--- config.mk ---
export PLATFORM = sky130hd
export DESIGN_NAME = asrx_receiver
export DESIGN_NICKNAME = d
export VERILOG_FILES = /design/src/inc/asrx_pkg.sv /design/src/verilog/asrx_receiver.sv
export VERILOG_INCLUDE_DIRS = /design/src /design/src/inc
export SDC_FILE = /design/constraint.sdc
export NUM_CORES = 1
export LEC_CHECK = 0
export BUFFER_PORTS_ARGS = -buffer_cell sky130_fd_sc_hd__buf_2
export CAP_MARGIN = 20
export CORE_UTILIZATION = 45
export CTS_CLUSTER_SIZE = 20
export DETAILED_ROUTE_END_ITERATION = 6
export PLACE_DENSITY = 0.65
export SETUP_SLACK_MARGIN = 0.1
export SYNTH_ARGS = -nofsm -noshare
export SYNTH_HDL_FRONTEND = slang
export SYNTH_SLANG_ARGS = --single-unit
--- constraint.sdc ---
create_clock -name hclk -period 5.5 [get_ports hclk]
set_input_delay 0.825 -clock hclk [delete_from_list [all_inputs] [get_ports hclk]]
set_output_delay 0.825 -clock hclk [all_outputs]
set_load 0.05 [all_outputs]
--- src/inc/asrx_map.svh ---
`ifndef ASRX_MAP_SVH
`define ASRX_MAP_SVH

// ----------------------------------------------------------------
// Register byte offsets
// ----------------------------------------------------------------
`define ASRX_OFF_INTCTL   8'h00
`define ASRX_OFF_IRQFLG   8'h04
`define ASRX_OFF_IRQEN    8'h08
`define ASRX_OFF_IRQPRI   8'h0c
`define ASRX_OFF_RCSTAT   8'h10
`define ASRX_OFF_RXBUF    8'h14
`define ASRX_OFF_TXSTAT   8'h18
`define ASRX_OFF_BAUD     8'h1c
`define ASRX_OFF_DIVHI    8'h20
`define ASRX_OFF_DIVLO    8'h24

// ----------------------------------------------------------------
// Field positions
// ----------------------------------------------------------------
`define ASRX_GIE_BIT      7
`define ASRX_PERIPHERAL_IRQ_ENABLE_BIT     6
`define ASRX_RC_BIT       5
`define ASRX_SERIAL_PORT_ENABLE_BIT     7
`define ASRX_RX9_BIT      6
`define ASRX_CONTINUOUS_RECEIVE_ENABLE_BIT     4
`define ASRX_ADDRESS_DETECT_ENABLE_BIT    3
`define ASRX_FRAMING_ERROR_FLAG_BIT     2
`define ASRX_OVERRUN_ERROR_FLAG_BIT     1
`define ASRX_NINTH_RECEIVED_BIT_BIT     0
`define ASRX_SYNC_BIT     4
`define ASRX_HIGH_RATE_SELECT_BIT     2
`define ASRX_RCIDL_BIT    6
`define ASRX_WIDE_DIVISOR_SELECT_BIT    3
`define ASRX_WUE_BIT      1

// ----------------------------------------------------------------
// Reset values
// ----------------------------------------------------------------
`define ASRX_RST_BIT      1'b0
`define ASRX_RST_BYTE     8'h00
`define ASRX_RST_LINE     1'b1

// ----------------------------------------------------------------
// Oversampling and data bit counts
// ----------------------------------------------------------------
`define ASRX_LAST_STD     4'hf
`define ASRX_LAST_FAST    4'h3
`define ASRX_VOTE_STD     4'h6
`define ASRX_VOTE_FAST    4'h0
`define ASRX_STOP_STD     4'h9
`define ASRX_STOP_FAST    4'h3
`define ASRX_PRE_X64      2'h3
`define ASRX_BITS_NINE    4'h8
`define ASRX_BITS_EIGHT   4'h7

`endif

--- src/inc/asrx_pkg.sv ---
`default_nettype none
package asrx_pkg;
  typedef enum logic [5:0] {
    ASRX_IDLE      = 6'b000001,
    ASRX_START     = 6'b000010,
    ASRX_DATA      = 6'b000100,
    ASRX_STOP      = 6'b001000,
    ASRX_WAKE_FALL = 6'b010000,
    ASRX_WAKE_RISE = 6'b100000
  } asrx_state_t;
endpackage
`default_nettype wire

--- src/verilog/asrx_receiver.sv ---
// Operation
// - Bits are oversampled sixteen times per bit, four with wide divisor and high rate both set; the shifter advances once per bit.
// - Nine data bits per frame when nine-bit receive is set, else eight.
// - Frames are accepted only while continuous receive enable is set.
// - A completed frame sets the receive flag and may raise the interrupt.
// - Ninth bit, framing and overrun errors are readable in the receive status register.
// - Reading the receive buffer returns the low eight received data bits.
// - Clearing continuous receive enable clears the latched error condition.
// - Nine-bit plus address detect enables address mode; clearing it admits all frames.
// - The receive interrupt goes out at the level chosen by the priority bit.
// - In sleep the baud generator stops and no frame is received.
// - Wake-up on line activity works only in asynchronous operation.
// - With wake-up enabled normal reception stops and the line is watched.
// - A falling line edge is the wake-up event while wake-up is enabled.
// - The wake-up event sets the receive flag; a pin request serves sleep.
// - Reading the receive buffer clears the pending receive flag.
// - First rising edge after the wake event clears wake-up enable by hardware.
// - Frames are NRZ: one start bit, eight or nine data bits, one stop bit.
// - Data bits travel least significant bit first.
`include "asrx_map.svh"
`default_nettype none
module asrx_receiver
  import asrx_pkg::*;
(
  // Clock and reset
  input  wire logic        hclk,
  input  wire logic        hresetn,
  // AHB-Lite slave
  input  wire logic        hsel,
  input  wire logic [31:0] haddr,
  input  wire logic [1:0]  htrans,
  input  wire logic        hwrite,
  input  wire logic [2:0]  hsize,
  input  wire logic [31:0] hwdata,
  input  wire logic        hready,
  output logic             hreadyout,
  output logic             hresp,
  output logic [31:0]      hrdata,
  // Serial line and power state
  input  wire logic        receive_line,
  input  wire logic        sleep,
  // Interrupt and wake outputs
  output logic             irq_high,
  output logic             irq_low,
  output logic             wake_request
);

  // ----------------------------------------------------------------
  // Declarations
  // ----------------------------------------------------------------
  logic        global_irq_enable, peripheral_irq_enable;
  logic        receive_irq_enable, receive_irq_priority;
  logic        serial_port_enable, nine_bit_receive_enable;
  logic        continuous_receive_enable, address_detect_enable;
  logic        sync_mode, high_rate_select, wide_divisor_select;
  logic        wakeup_enable;
  logic        receive_complete_flag, framing_error_flag;
  logic        overrun_error_flag, ninth_received_bit;
  logic [7:0]  rx_data, div_hi, div_lo;
  logic        rx_s1, rx_s2, rx_s3, rx_level, rx_prev;
  logic [15:0] brg_cnt;
  logic [1:0]  pre_cnt;
  logic [3:0]  tick_cnt, bit_idx;
  logic [2:0]  vote;
  logic [8:0]  shreg;
  logic        wr_pend, addr_ok_q;
  logic [7:0]  addr_q;
  asrx_state_t state, next_state;

  // ----------------------------------------------------------------
  // Bus decode
  // ----------------------------------------------------------------
  wire       acc      = hsel & hready & htrans[1];
  wire       addr_ok  = haddr[31:8] == 24'h000000;
  wire [7:0] a        = haddr[7:0];
  wire       rd_acc   = acc & ~hwrite & addr_ok;
  wire       rd_rxbuf = rd_acc & (a == `ASRX_OFF_RXBUF);
  wire       wr_ok    = wr_pend & addr_ok_q;
  wire       wr_int   = wr_ok & (addr_q == `ASRX_OFF_INTCTL);
  wire       wr_en    = wr_ok & (addr_q == `ASRX_OFF_IRQEN);
  wire       wr_pri   = wr_ok & (addr_q == `ASRX_OFF_IRQPRI);
  wire       wr_rcs   = wr_ok & (addr_q == `ASRX_OFF_RCSTAT);
  wire       wr_txs   = wr_ok & (addr_q == `ASRX_OFF_TXSTAT);
  wire       wr_baud  = wr_ok & (addr_q == `ASRX_OFF_BAUD);
  wire       wr_dhi   = wr_ok & (addr_q == `ASRX_OFF_DIVHI);
  wire       wr_dlo   = wr_ok & (addr_q == `ASRX_OFF_DIVLO);
  wire [7:0] wd       = hwdata[7:0];
  wire       rx_idle  = state == ASRX_IDLE;

  wire [7:0] r_int = {global_irq_enable, peripheral_irq_enable, 6'h00};
  wire [7:0] r_flg = {2'h0, receive_complete_flag, 5'h00};
  wire [7:0] r_en  = {2'h0, receive_irq_enable, 5'h00};
  wire [7:0] r_pri = {2'h0, receive_irq_priority, 5'h00};
  wire [7:0] r_rcs = {serial_port_enable, nine_bit_receive_enable, 1'b0,
                      continuous_receive_enable, address_detect_enable,
                      framing_error_flag, overrun_error_flag, ninth_received_bit};
  wire [7:0] r_txs = {3'h0, sync_mode, 1'b0, high_rate_select, 2'h0};
  wire [7:0] r_bd  = {1'b0, rx_idle, 2'h0, wide_divisor_select, 1'b0, wakeup_enable, 1'b0};
  wire [7:0] rd_byte =
      (a == `ASRX_OFF_INTCTL) ? r_int :
      (a == `ASRX_OFF_IRQFLG) ? r_flg :
      (a == `ASRX_OFF_IRQEN)  ? r_en  :
      (a == `ASRX_OFF_IRQPRI) ? r_pri :
      (a == `ASRX_OFF_RCSTAT) ? r_rcs :
      (a == `ASRX_OFF_RXBUF)  ? rx_data :
      (a == `ASRX_OFF_TXSTAT) ? r_txs :
      (a == `ASRX_OFF_BAUD)   ? r_bd  :
      (a == `ASRX_OFF_DIVHI)  ? div_hi :
      (a == `ASRX_OFF_DIVLO)  ? div_lo : `ASRX_RST_BYTE;

  assign hreadyout = 1'b1;
  assign hresp     = 1'b0;

  // ----------------------------------------------------------------
  // Bus slave
  // ----------------------------------------------------------------
  always_ff @(posedge hclk or negedge hresetn) begin
    if (!hresetn) begin
      wr_pend   <= 1'b0;
      addr_ok_q <= 1'b0;
      addr_q    <= `ASRX_RST_BYTE;
      hrdata    <= 32'h00000000;
    end else begin
      wr_pend <= acc & hwrite;
      if (acc) addr_q <= a;
      if (acc) addr_ok_q <= addr_ok;
      if (acc) hrdata <= rd_acc ? {24'h000000, rd_byte} : 32'h00000000;
    end
  end

  // ----------------------------------------------------------------
  // Control registers
  // ----------------------------------------------------------------
  always_ff @(posedge hclk or negedge hresetn) begin
    if (!hresetn) begin
      {global_irq_enable, peripheral_irq_enable} <= {2{`ASRX_RST_BIT}};
      {receive_irq_enable, receive_irq_priority} <= {2{`ASRX_RST_BIT}};
      {serial_port_enable, nine_bit_receive_enable} <= {2{`ASRX_RST_BIT}};
      {continuous_receive_enable, address_detect_enable} <= {2{`ASRX_RST_BIT}};
      {sync_mode, high_rate_select, wide_divisor_select} <= {3{`ASRX_RST_BIT}};
      {div_hi, div_lo} <= {2{`ASRX_RST_BYTE}};
    end else begin
      if (wr_int) global_irq_enable <= wd[`ASRX_GIE_BIT];
      if (wr_int) peripheral_irq_enable <= wd[`ASRX_PERIPHERAL_IRQ_ENABLE_BIT];
      if (wr_en) receive_irq_enable <= wd[`ASRX_RC_BIT];
      if (wr_pri) receive_irq_priority <= wd[`ASRX_RC_BIT];
      if (wr_rcs) begin
        serial_port_enable        <= wd[`ASRX_SERIAL_PORT_ENABLE_BIT];
        nine_bit_receive_enable   <= wd[`ASRX_RX9_BIT];
        continuous_receive_enable <= wd[`ASRX_CONTINUOUS_RECEIVE_ENABLE_BIT];
        address_detect_enable     <= wd[`ASRX_ADDRESS_DETECT_ENABLE_BIT];
      end
      if (wr_txs) sync_mode <= wd[`ASRX_SYNC_BIT];
      if (wr_txs) high_rate_select <= wd[`ASRX_HIGH_RATE_SELECT_BIT];
      if (wr_baud) wide_divisor_select <= wd[`ASRX_WIDE_DIVISOR_SELECT_BIT];
      if (wr_dhi) div_hi <= wd;
      if (wr_dlo) div_lo <= wd;
    end
  end

  // ----------------------------------------------------------------
  // Line synchroniser
  // ----------------------------------------------------------------
  always_ff @(posedge hclk or negedge hresetn) begin
    if (!hresetn) begin
      {rx_s1, rx_s2, rx_s3} <= {3{`ASRX_RST_LINE}};
      rx_level <= `ASRX_RST_LINE;
      rx_prev  <= `ASRX_RST_LINE;
    end else begin
      {rx_s1, rx_s2, rx_s3} <= {receive_line, rx_s1, rx_s2};
      if (rx_s2 == rx_s3) rx_level <= rx_s3;
      rx_prev <= rx_level;
    end
  end

  // ----------------------------------------------------------------
  // Mode and event decode
  // ----------------------------------------------------------------
  wire        async_on  = serial_port_enable & ~sync_mode;
  wire        wue_ok    = wakeup_enable & async_on;
  wire        rx_go     = async_on & continuous_receive_enable & ~overrun_error_flag & ~sleep;
  wire        rx_fall   = rx_prev & ~rx_level;
  wire        rx_rise   = ~rx_prev & rx_level;
  wire        fast      = wide_divisor_select & high_rate_select;
  wire        x64       = ~wide_divisor_select & ~high_rate_select;
  wire [15:0] divisor   = wide_divisor_select ? {div_hi, div_lo} : {8'h00, div_lo};
  wire        brg_wrap  = brg_cnt == divisor;
  wire        brg_run   = async_on & ~sleep;
  wire        tick      = brg_run & brg_wrap & (~x64 | (pre_cnt == `ASRX_PRE_X64));
  wire [3:0]  last_tk   = fast ? `ASRX_LAST_FAST : `ASRX_LAST_STD;
  wire [3:0]  vote_lo   = fast ? `ASRX_VOTE_FAST : `ASRX_VOTE_STD;
  wire [3:0]  stop_pt   = fast ? `ASRX_STOP_FAST : `ASRX_STOP_STD;
  wire [3:0]  vote_hi   = 4'(vote_lo + 4'h2);
  wire        at_vote   = tick & (tick_cnt >= vote_lo) & (tick_cnt <= vote_hi);
  wire        maj       = (vote[0] & vote[1]) | (vote[0] & vote[2]) | (vote[1] & vote[2]);
  wire        bit_end   = tick & (tick_cnt == last_tk);
  wire        stop_end  = tick & (tick_cnt == stop_pt);
  wire [3:0]  last_bit  = nine_bit_receive_enable ? `ASRX_BITS_NINE : `ASRX_BITS_EIGHT;
  wire        in_wake   = (state == ASRX_WAKE_FALL) | (state == ASRX_WAKE_RISE);
  wire        in_rx     = (state == ASRX_START) | (state == ASRX_DATA) | (state == ASRX_STOP);
  wire        start_go  = rx_idle & ~wue_ok & rx_go & rx_fall;
  wire        frame_done = (state == ASRX_STOP) & stop_end;
  wire        addr_mode = nine_bit_receive_enable & address_detect_enable;
  wire        accept    = ~addr_mode | shreg[8];
  wire        buf_full  = receive_complete_flag & ~rd_rxbuf;
  wire        load_evt  = frame_done & accept & ~buf_full;
  wire        ovr_evt   = frame_done & accept & buf_full;
  wire        wake_evt  = wue_ok & (state == ASRX_WAKE_FALL) & rx_fall;
  wire        wue_clr   = (state == ASRX_WAKE_RISE) & rx_rise;

  // ----------------------------------------------------------------
  // Baud generator and bit timing
  // ----------------------------------------------------------------
  always_ff @(posedge hclk or negedge hresetn) begin
    if (!hresetn) begin
      brg_cnt  <= 16'h0000;
      pre_cnt  <= 2'h0;
      tick_cnt <= 4'h0;
      vote     <= 3'h7;
    end else begin
      if (start_go || !brg_run) begin
        brg_cnt <= 16'h0000;
        pre_cnt <= 2'h0;
      end else if (brg_wrap) begin
        brg_cnt <= 16'h0000;
        pre_cnt <= 2'(pre_cnt + 2'h1);
      end else begin
        brg_cnt <= 16'(brg_cnt + 16'h0001);
      end
      if (start_go) tick_cnt <= 4'h0;
      else if (tick) tick_cnt <= (tick_cnt == last_tk) ? 4'h0 : 4'(tick_cnt + 4'h1);
      if (at_vote) vote <= {vote[1:0], rx_level};
    end
  end

  // ----------------------------------------------------------------
  // Frame sequencer
  // ----------------------------------------------------------------
  always_comb begin
    next_state = state;
    unique case (state)
      ASRX_IDLE:      if (start_go) next_state = ASRX_START;
      ASRX_START:     if (bit_end) next_state = maj ? ASRX_IDLE : ASRX_DATA;
      ASRX_DATA:      if (bit_end && bit_idx == last_bit) next_state = ASRX_STOP;
      ASRX_STOP:      if (stop_end) next_state = ASRX_IDLE;
      ASRX_WAKE_FALL: if (wake_evt) next_state = ASRX_WAKE_RISE;
      ASRX_WAKE_RISE: if (wue_clr) next_state = ASRX_IDLE;
    endcase
    if (wue_ok && !in_wake) next_state = ASRX_WAKE_FALL;
    else if (!wue_ok && in_wake) next_state = ASRX_IDLE;
    else if (!rx_go && in_rx) next_state = ASRX_IDLE;
  end

  always_ff @(posedge hclk or negedge hresetn) begin
    if (!hresetn) begin
      state   <= ASRX_IDLE;
      bit_idx <= 4'h0;
      shreg   <= 9'h000;
    end else begin
      state <= next_state;
      if (state == ASRX_START) bit_idx <= 4'h0;
      else if (state == ASRX_DATA && bit_end) begin
        shreg[bit_idx] <= maj;
        bit_idx        <= 4'(bit_idx + 4'h1);
      end
      if (start_go) shreg <= 9'h000;
    end
  end

  // ----------------------------------------------------------------
  // Receive buffer, flags and wake-up enable
  // ----------------------------------------------------------------
  always_ff @(posedge hclk or negedge hresetn) begin
    if (!hresetn) begin
      rx_data               <= `ASRX_RST_BYTE;
      ninth_received_bit    <= `ASRX_RST_BIT;
      framing_error_flag    <= `ASRX_RST_BIT;
      overrun_error_flag    <= `ASRX_RST_BIT;
      receive_complete_flag <= `ASRX_RST_BIT;
      wakeup_enable         <= `ASRX_RST_BIT;
    end else begin
      if (load_evt) begin
        rx_data            <= shreg[7:0];
        ninth_received_bit <= shreg[8];
        framing_error_flag <= ~maj;
      end
      if (!continuous_receive_enable) {overrun_error_flag, framing_error_flag} <= 2'b00;
      else if (ovr_evt) overrun_error_flag <= 1'b1;
      receive_complete_flag <= load_evt | wake_evt | (receive_complete_flag & ~rd_rxbuf);
      if (wr_baud) wakeup_enable <= wd[`ASRX_WUE_BIT];
      else if (wue_clr) wakeup_enable <= 1'b0;
    end
  end

  wire irq_on = receive_complete_flag & receive_irq_enable;
  assign irq_high     = irq_on & global_irq_enable & receive_irq_priority;
  assign irq_low      = irq_on & global_irq_enable & peripheral_irq_enable & ~receive_irq_priority;
  assign wake_request = sleep & wue_ok & (state == ASRX_WAKE_FALL) & ~receive_line;
endmodule // asrx_receiver
`default_nettype wire

==> summary.txt, run 1 <==
Dpl cells - 821
Row cnt - 41
First-pass GRT wire length - 22600 um
Clock root cell - clkbuf_16
Post CTS Setup Buffer Count - 0
R2r endpoint - state[4]
Die width - 118 um
Internal power - 1.22 mW
Worst Hold Class - flip-flop to flip-flop
CTS Buf Count - 9
Post-synthesis async set-or-reset flop share - 100%
CP Launch Type - flip-flop
Net switching power - 399 uW
Detailed placement HPWL - 10300 um
Post-route non-filler standard cell count - 838
Mean area per synthesized cell - 9.96 um2
Max Slew Vio Count - 0
Hold Crit Endpoint - rx_s2
WL final - 13800 um
Largest net degree at the start of global routing - 68
Peak supply drop - 0.166 mV
EDFF count, synth - 0
Clock share of power - 41.6%
Most numerous cell in the Yosys netlist - dfrtp_1
Die ar. - 13900 um2
Sum Neg Setup Slack - 0 ns
Mapped Cells - 607
Area added between synthesis and finish - 11.0%
FMAX - 303 MHz
Post-synth top cells - dfrtp_1, nand2_1, nor2_1
Critical setup path kind - flip-flop to primary output
Avg WL per Cell - 16.5 um
Biggest area consumer among synthesized cells - dfrtp_1
Antenna violations before repair - 0
CTS tree - yes
#FFs+latches synth - 107
Sequential share of power - 50.8%
Post-synthesis cell type count - 74
Total number of H-tree levels - 3
Crit path DAT - 2.47 ns
Comb pwr share - 7.6%
Post-CTS Hold Buffers - 0
Synth area leaders - dfrtp_1, mux2_2, nand2_1, dfstp_2, nor2_1
DRT Pass-1 Iters - 5
Final Cycle Share - 59.9%
Starting Density - 46.9%
Syn. warnings - 0
CP required - 4.68 ns
Final net count - 751
R2R cell count - 8
Vias - 4662
Reg-to-Reg Start - state[1]
Layout cells sized above 1 - 21.8%
Final setup fails - 0
Hold_ws - 0.367 ns
DR iter-0 viols - 228
Drt via density - 5.56
Unrepaired setup endpoints after global routing - false
Top Ports - 113
Total grt overflow - 0
CTS resizes - 0
Max-Slew Margin vs Limit - 43.1%
Final design utilization - 52.1%
Bufs on Longest Clock Path - 2
Skew-Pair Late Insertion Delay - 0.36 ns
CTS Sinks - 107
CP endpoint kind - primary output
Port bufs - 58
Core area - 12900 um2
Die H - 118 um
Final hold vios - 0
Reg2Reg Setup Slack - 2.57 ns
Worst-path clk slew - 0.06 ns
Crit-path max FO - 6
Outcome - complete, no violations
Worst Tran Pin Value - 0.842 ns
Remaining DRCs - 0
Worst Hold Depth - 0
Post-synthesis sequential area ratio - 44.5%
Hold Path Origin - rx_s1
Pwr Density - 241 nW/um2
Final Critical Period - 3.30 ns
DRT antenna net count - 0
Clock Skews - 0.00861 ns
Global Route Usage Sum - 20.5%
Net switching fraction of the power - 24.6%
Diodes inserted - 0
Yosys top cell area share - 40.6%
Mapped Area - 6040 um2
Dominant synthesized flop cell - dfrtp_1
Static leakage - 3.03 nW
Vias in the first global route - 4527
Placer Congestion - 0.890
Max-cap viol count - 0
## logic make-up (layout without fill, tap and decap cells)
group	Yosys count	count (layout)	synth area share, %
AND/OR/NAND/NOR	248	248	21.7
flip-flops	107	107	44.5
AO/OA/AOI/OAI	94	94	11.2
buffers and inverters	58	93	5.45
multiplexers	54	54	9.75
XOR/XNOR	28	28	4.06
adder cells (fa/ha/maj)	16	16	3.23
other	2	26	0.124
## critical path: stages (launching register included)
cell and delay (ns):
dfrtp_1 0.43, or4_1 0.61, or3b_2 0.52, nor4b_1 0.24, buf_2 0.31
## power by group through the flow
stage	clock network, mW	registers [mW]	logic (mW)
floorplan	0	0.832	0.0903
global placement	0	0.837	0.121
detailed placement	0	0.837	0.123
CTS	0.691	0.823	0.124
global route	0.724	0.825	0.135
finish	0.673	0.823	0.123
## state kept, by name, indices dropped and copies added (netlist names), 2 cells and up
register and count:
state 6, hrdata 8, rx_data 8, tick_cnt 4, bit_idx 4, pre_cnt 2
addr_q 8, div_lo 8, div_hi 8, shreg 9, vote 3, brg_cnt 16
## routing by layer
metal | GRT usage (%) | share of wire, % | wire, um
met1 | 26.7 | 46 | 6410
met2 | 33.9 | 48 | 6570
met3 | 4.84 | 4.0 | 550
met4 | 6.17 | 1.9 | 267
met5 | 0 | 0 | 0
## worst max path at each step
stage / from / endpoint / depth (start not counted)
2_1_floorplan: state[1] / wake_request / 3
3_3_place_gp: sleep / ninth_received_bit / 7
3_5_place_dp: sleep / rx_data[1] / 7
4_1_cts: state[1] / wake_request / 4
5_1_grt: state[1] / wake_request / 4
6_report: state[1] / wake_request / 4
## through the flow
| step | setup WS (ns) | area, um2 | power [mW] |
|---|---|---|---|
| 3_3_place_gp | 2.24 | 6390 | 0.958 |
| 4_1_cts | 2.20 | 6700 | 1.64 |
| 6_report | 2.20 | 6710 | 1.62 |
| 2_1_floorplan | 1.57 | 6130 | 0.923 |
| 3_5_place_dp | 2.20 | 6390 | 0.961 |
| 5_1_grt | 2.13 | 6710 | 1.68 |
## cell type report
class	count	area [um2]
multi-input combinational	466	3120
fill	1204	6170
timing repair buffer	60	308
inverter	17	63.8
clock buffer	12	256
tap	172	215
sequential	107	2690
clock inverter	4	56.3
## placed cells by master (no fill, tap or decap), drive strengths merged, types with 4 or more instances in the layout
master / synthesis / routed
nand3: 24 / 24
clkbuf: 11 / 12
nor2: 55 / 55
mux2: 39 / 39
dfstp: 9 / 9
nor3: 11 / 11
xnor2: 17 / 17
nor2b: 7 / 7
a22oi: 5 / 5
inv: 17 / 18
xor2: 11 / 11
buf: 30 / 60
mux2i: 15 / 15
a31oi: 4 / 4
nand4: 14 / 14
nor4: 14 / 14
nor3b: 9 / 9
ha: 14 / 14
nand2b: 5 / 5
nand2: 72 / 72
conb: 2 / 26
o22ai: 5 / 5
dfrtp: 98 / 98
and3b: 5 / 5
a21oi: 17 / 17
and3: 7 / 7
nand3b: 6 / 6
a22o: 4 / 4
o21ai: 22 / 22
o31ai: 5 / 5
No activity file was read; power rests on OpenSTA's default activity.
==> run 2: changes to the inputs <==
Settings changed: ABC_AREA set to 1, PLACE_DENSITY 0.65 to 0.67.
Clock period 5.5 ns to 2.9 ns, I/O delays scaled along.
==> run 2 against run 1 <==
Synthesized cell count rose by 32%. Critical path depth increased by 6. Global-route usage up 0.41 points. Count of clock-buffer cells in the layout down 1.
==> summary.txt, run 2 <==
Outcome - complete, no violations
Post-synthesis cell type count - 48
Final setup fails - 0
Top Ports - 113
DR iter-0 viols - 284
FMAX - 439 MHz
Most common cell after layout, fill and taps aside - nand2_1
Post-synthesis async set-or-reset flop share - 100%
Peak supply drop - 0.346 mV
Vias in the first global route - 4709
Pwr Density - 455 nW/um2
Critical setup path kind - flip-flop to flip-flop
Internal power - 2.32 mW
Cell area after layout - 6730 um2
Worst stage delay on the critical path - 0.42 ns
Clock Skews - 0.00793 ns
CP top delay family - simple AND/OR/NAND/NOR gates
Clock root cell - clkbuf_16
Dpl cells - 1025
Net switching fraction of the power - 24.1%
Most numerous cell in the Yosys netlist - nand2_1
Global Route Usage Sum - 20.9%
Area of the multi-input gates - 2770 um2
Bufs on Longest Clock Path - 2
CP required - 3.15 ns
Yosys top cell area share - 40.7%
Post-DP Area - 6420 um2
Crit path DAT - 2.52 ns
Detailed placement HPWL - 10400 um
Top reg by flops - brg_cnt
Final Critical Period - 2.28 ns
Slowest-stage cell, CP - a21boi_1
Worst-path clk slew - 0.07 ns
Mean area per synthesized cell - 7.53 um2
Hold_ws - 0.111 ns
Die ar. - 13900 um2
EDFF count, synth - 0
Total grt overflow - 0
Final hold vios - 0
Cell breakdown of the critical path - nor2_1, and2_1, nand3_1, nand2_1, inv_1, ha_1, a21boi_1, nand2_2, nand2_1, nand2_1
Static leakage - 3.53 nW
Max Slew Vio Count - 0
Area added between synthesis and finish - 11.6%
Largest registers - brg_cnt: 16 flops, shreg: 9 flops
Most used cell, CP - nand2_1
#FFs+latches synth - 107
Buf+Inv Stages, Crit Path - 1
Diodes inserted - 0
DRT Pass-1 Iters - 5
Placer Congestion - 0.849
Mapped Cells - 801
Net switching power - 739 uW
Starting Density - 47.0%
Core area - 12800 um2
Max-cap viol count - 0
Layout cells sized above 1 - 12.8%
Synth area leaders - dfrtp_1, nand2_1, inv_1, o21ai_0, nor2_1
Sum Neg Setup Slack - 0 ns
Crit-path max FO - 6
Post-route non-filler standard cell count - 1041
Final net count - 954
Worst Hold Class - primary input to asynchronous set/reset pin
Post CTS Setup Buffer Count - 0
CTS tree - yes
Comb pwr share - 6.8%
Largest net degree at the start of global routing - 54
Row cnt - 41
Remaining DRCs - 0
Post-CTS Hold Buffers - 0
Worst Tran Pin Value - 0.677 ns
Commonest cells after routing, fill and taps aside - nand2_1, inv_1, dfrtp_1, nor2_1, o21ai_0
Mapped Area - 6030 um2
CTS Sinks - 107
Die width - 118 um
Max reg flops - 16
CTS Buf Count - 9
CTS resizes - 0
WL final - 13700 um
Clock share of power - 43.0%
Final Cycle Share - 78.5%
Antenna violations before repair - 0
Port bufs - 58
DRT antenna net count - 0
Max-Slew Margin vs Limit - 54.8%
Dominant synthesized flop cell - dfrtp_1
CP Launch Type - flip-flop
FF/Latch Area - 2690 um2
Post-synthesis sequential area ratio - 44.6%
Final setup margin - 0.624 ns
# fillers - 1291
Biggest area consumer among synthesized cells - dfrtp_1
Post-synth top cells - nand2_1, inv_1, dfrtp_1
Die H - 118 um
CP endpoint kind - flip-flop
Avg WL per Cell - 13.2 um
Drt via density - 4.97
Dpl ws - 0.643 ns
Syn. warnings - 0
Vias - 5169
Unrepaired setup endpoints after global routing - false
Total number of H-tree levels - 3
Skew-Pair Late Insertion Delay - 0.35 ns
Sequential share of power - 50.1%
First-pass GRT wire length - 23200 um
[run 2: cell count changes in the layout (fill, tap and decap cells not counted), sizes merged, moves of 30 or more]
cell / before / now
mux2: 39 / 0
nand3: 24 / 54
nand2: 72 / 229
o21ai: 22 / 66
nor2: 55 / 88
inv: 18 / 105
[run 2: final timing paths]
kind                                    from        end  slack (ns)  depth (start not counted)
worst max-delay path                state[3]   state[1]        0.62                         10
max in group asynchronous            hresetn   state[0]        1.98                          2
worst max register to register      state[3]   state[1]        0.62                         10
worst min register to register         rx_s1      rx_s2        0.36                          0
min in group hclk               receive_line      rx_s1        0.19                          1
worst min-delay path                 hresetn  addr_q[1]        0.11                          1
[run 2: through the flow]
step | util [%] | total power [mW]
2_1_floorplan | - | 1.72
3_3_place_gp | 50.0 | 1.77
3_5_place_dp | 50.0 | 1.78
4_1_cts | 52.5 | 3.09
5_1_grt | 52.5 | 3.18
6_report | 52.5 | 3.06
[run 2: power groups by stage]
stage | sequential, mW | combinational, mW | clock, mW
final | 1.54 | 0.209 | 1.32
after global routing | 1.54 | 0.234 | 1.41
after CTS | 1.54 | 0.212 | 1.35
after detailed placement | 1.56 | 0.212 | 0
after global placement | 1.56 | 0.209 | 0
after floorplan | 1.56 | 0.156 | 0
[run 2: layer usage]
layer / track usage, % / part of all wire, %
met4: 4.89 / 1.1
met1: 29.5 / 50
met5: 0 / 0
met3: 4.94 / 3.8
met2: 32.5 / 46
[run 2: logic make-up (layout without fill, tap and decap cells)]
family | Yosys count | in the layout | synth area share, %
and+or+nand+nor | 409 | 409 | 29.1
buffers and inverters | 143 | 187 | 11.0
AOI/OAI and AO/OA | 116 | 116 | 10.8
DFF | 107 | 107 | 44.6
adders and majority gates | 16 | 16 | 3.24
xor gates and xnor gates | 8 | 8 | 1.16
other | 2 | 26 | 0.125
[run 2: final cells by class]
class / count / share of cell area [%]
well taps: 172 / 3.20
flip-flops and latches: 107 / 40.0
clock inverters: 5 / 1.17
repair buffers: 66 / 5.24
multi-input cells: 575 / 41.1
clock buffers: 11 / 3.46
inverters: 105 / 5.86
[run 2: worst reg2reg max path: cells and delay by family, from the launching register on]
family	cells	cell delay (ns)
AND/OR/NAND/NOR	7	1.01
AO/OA/AOI/OAI	1	0.42
flip-flops	1	0.41
adder cells (fa/ha/maj)	1	0.29
buffers and inverters	1	0.05
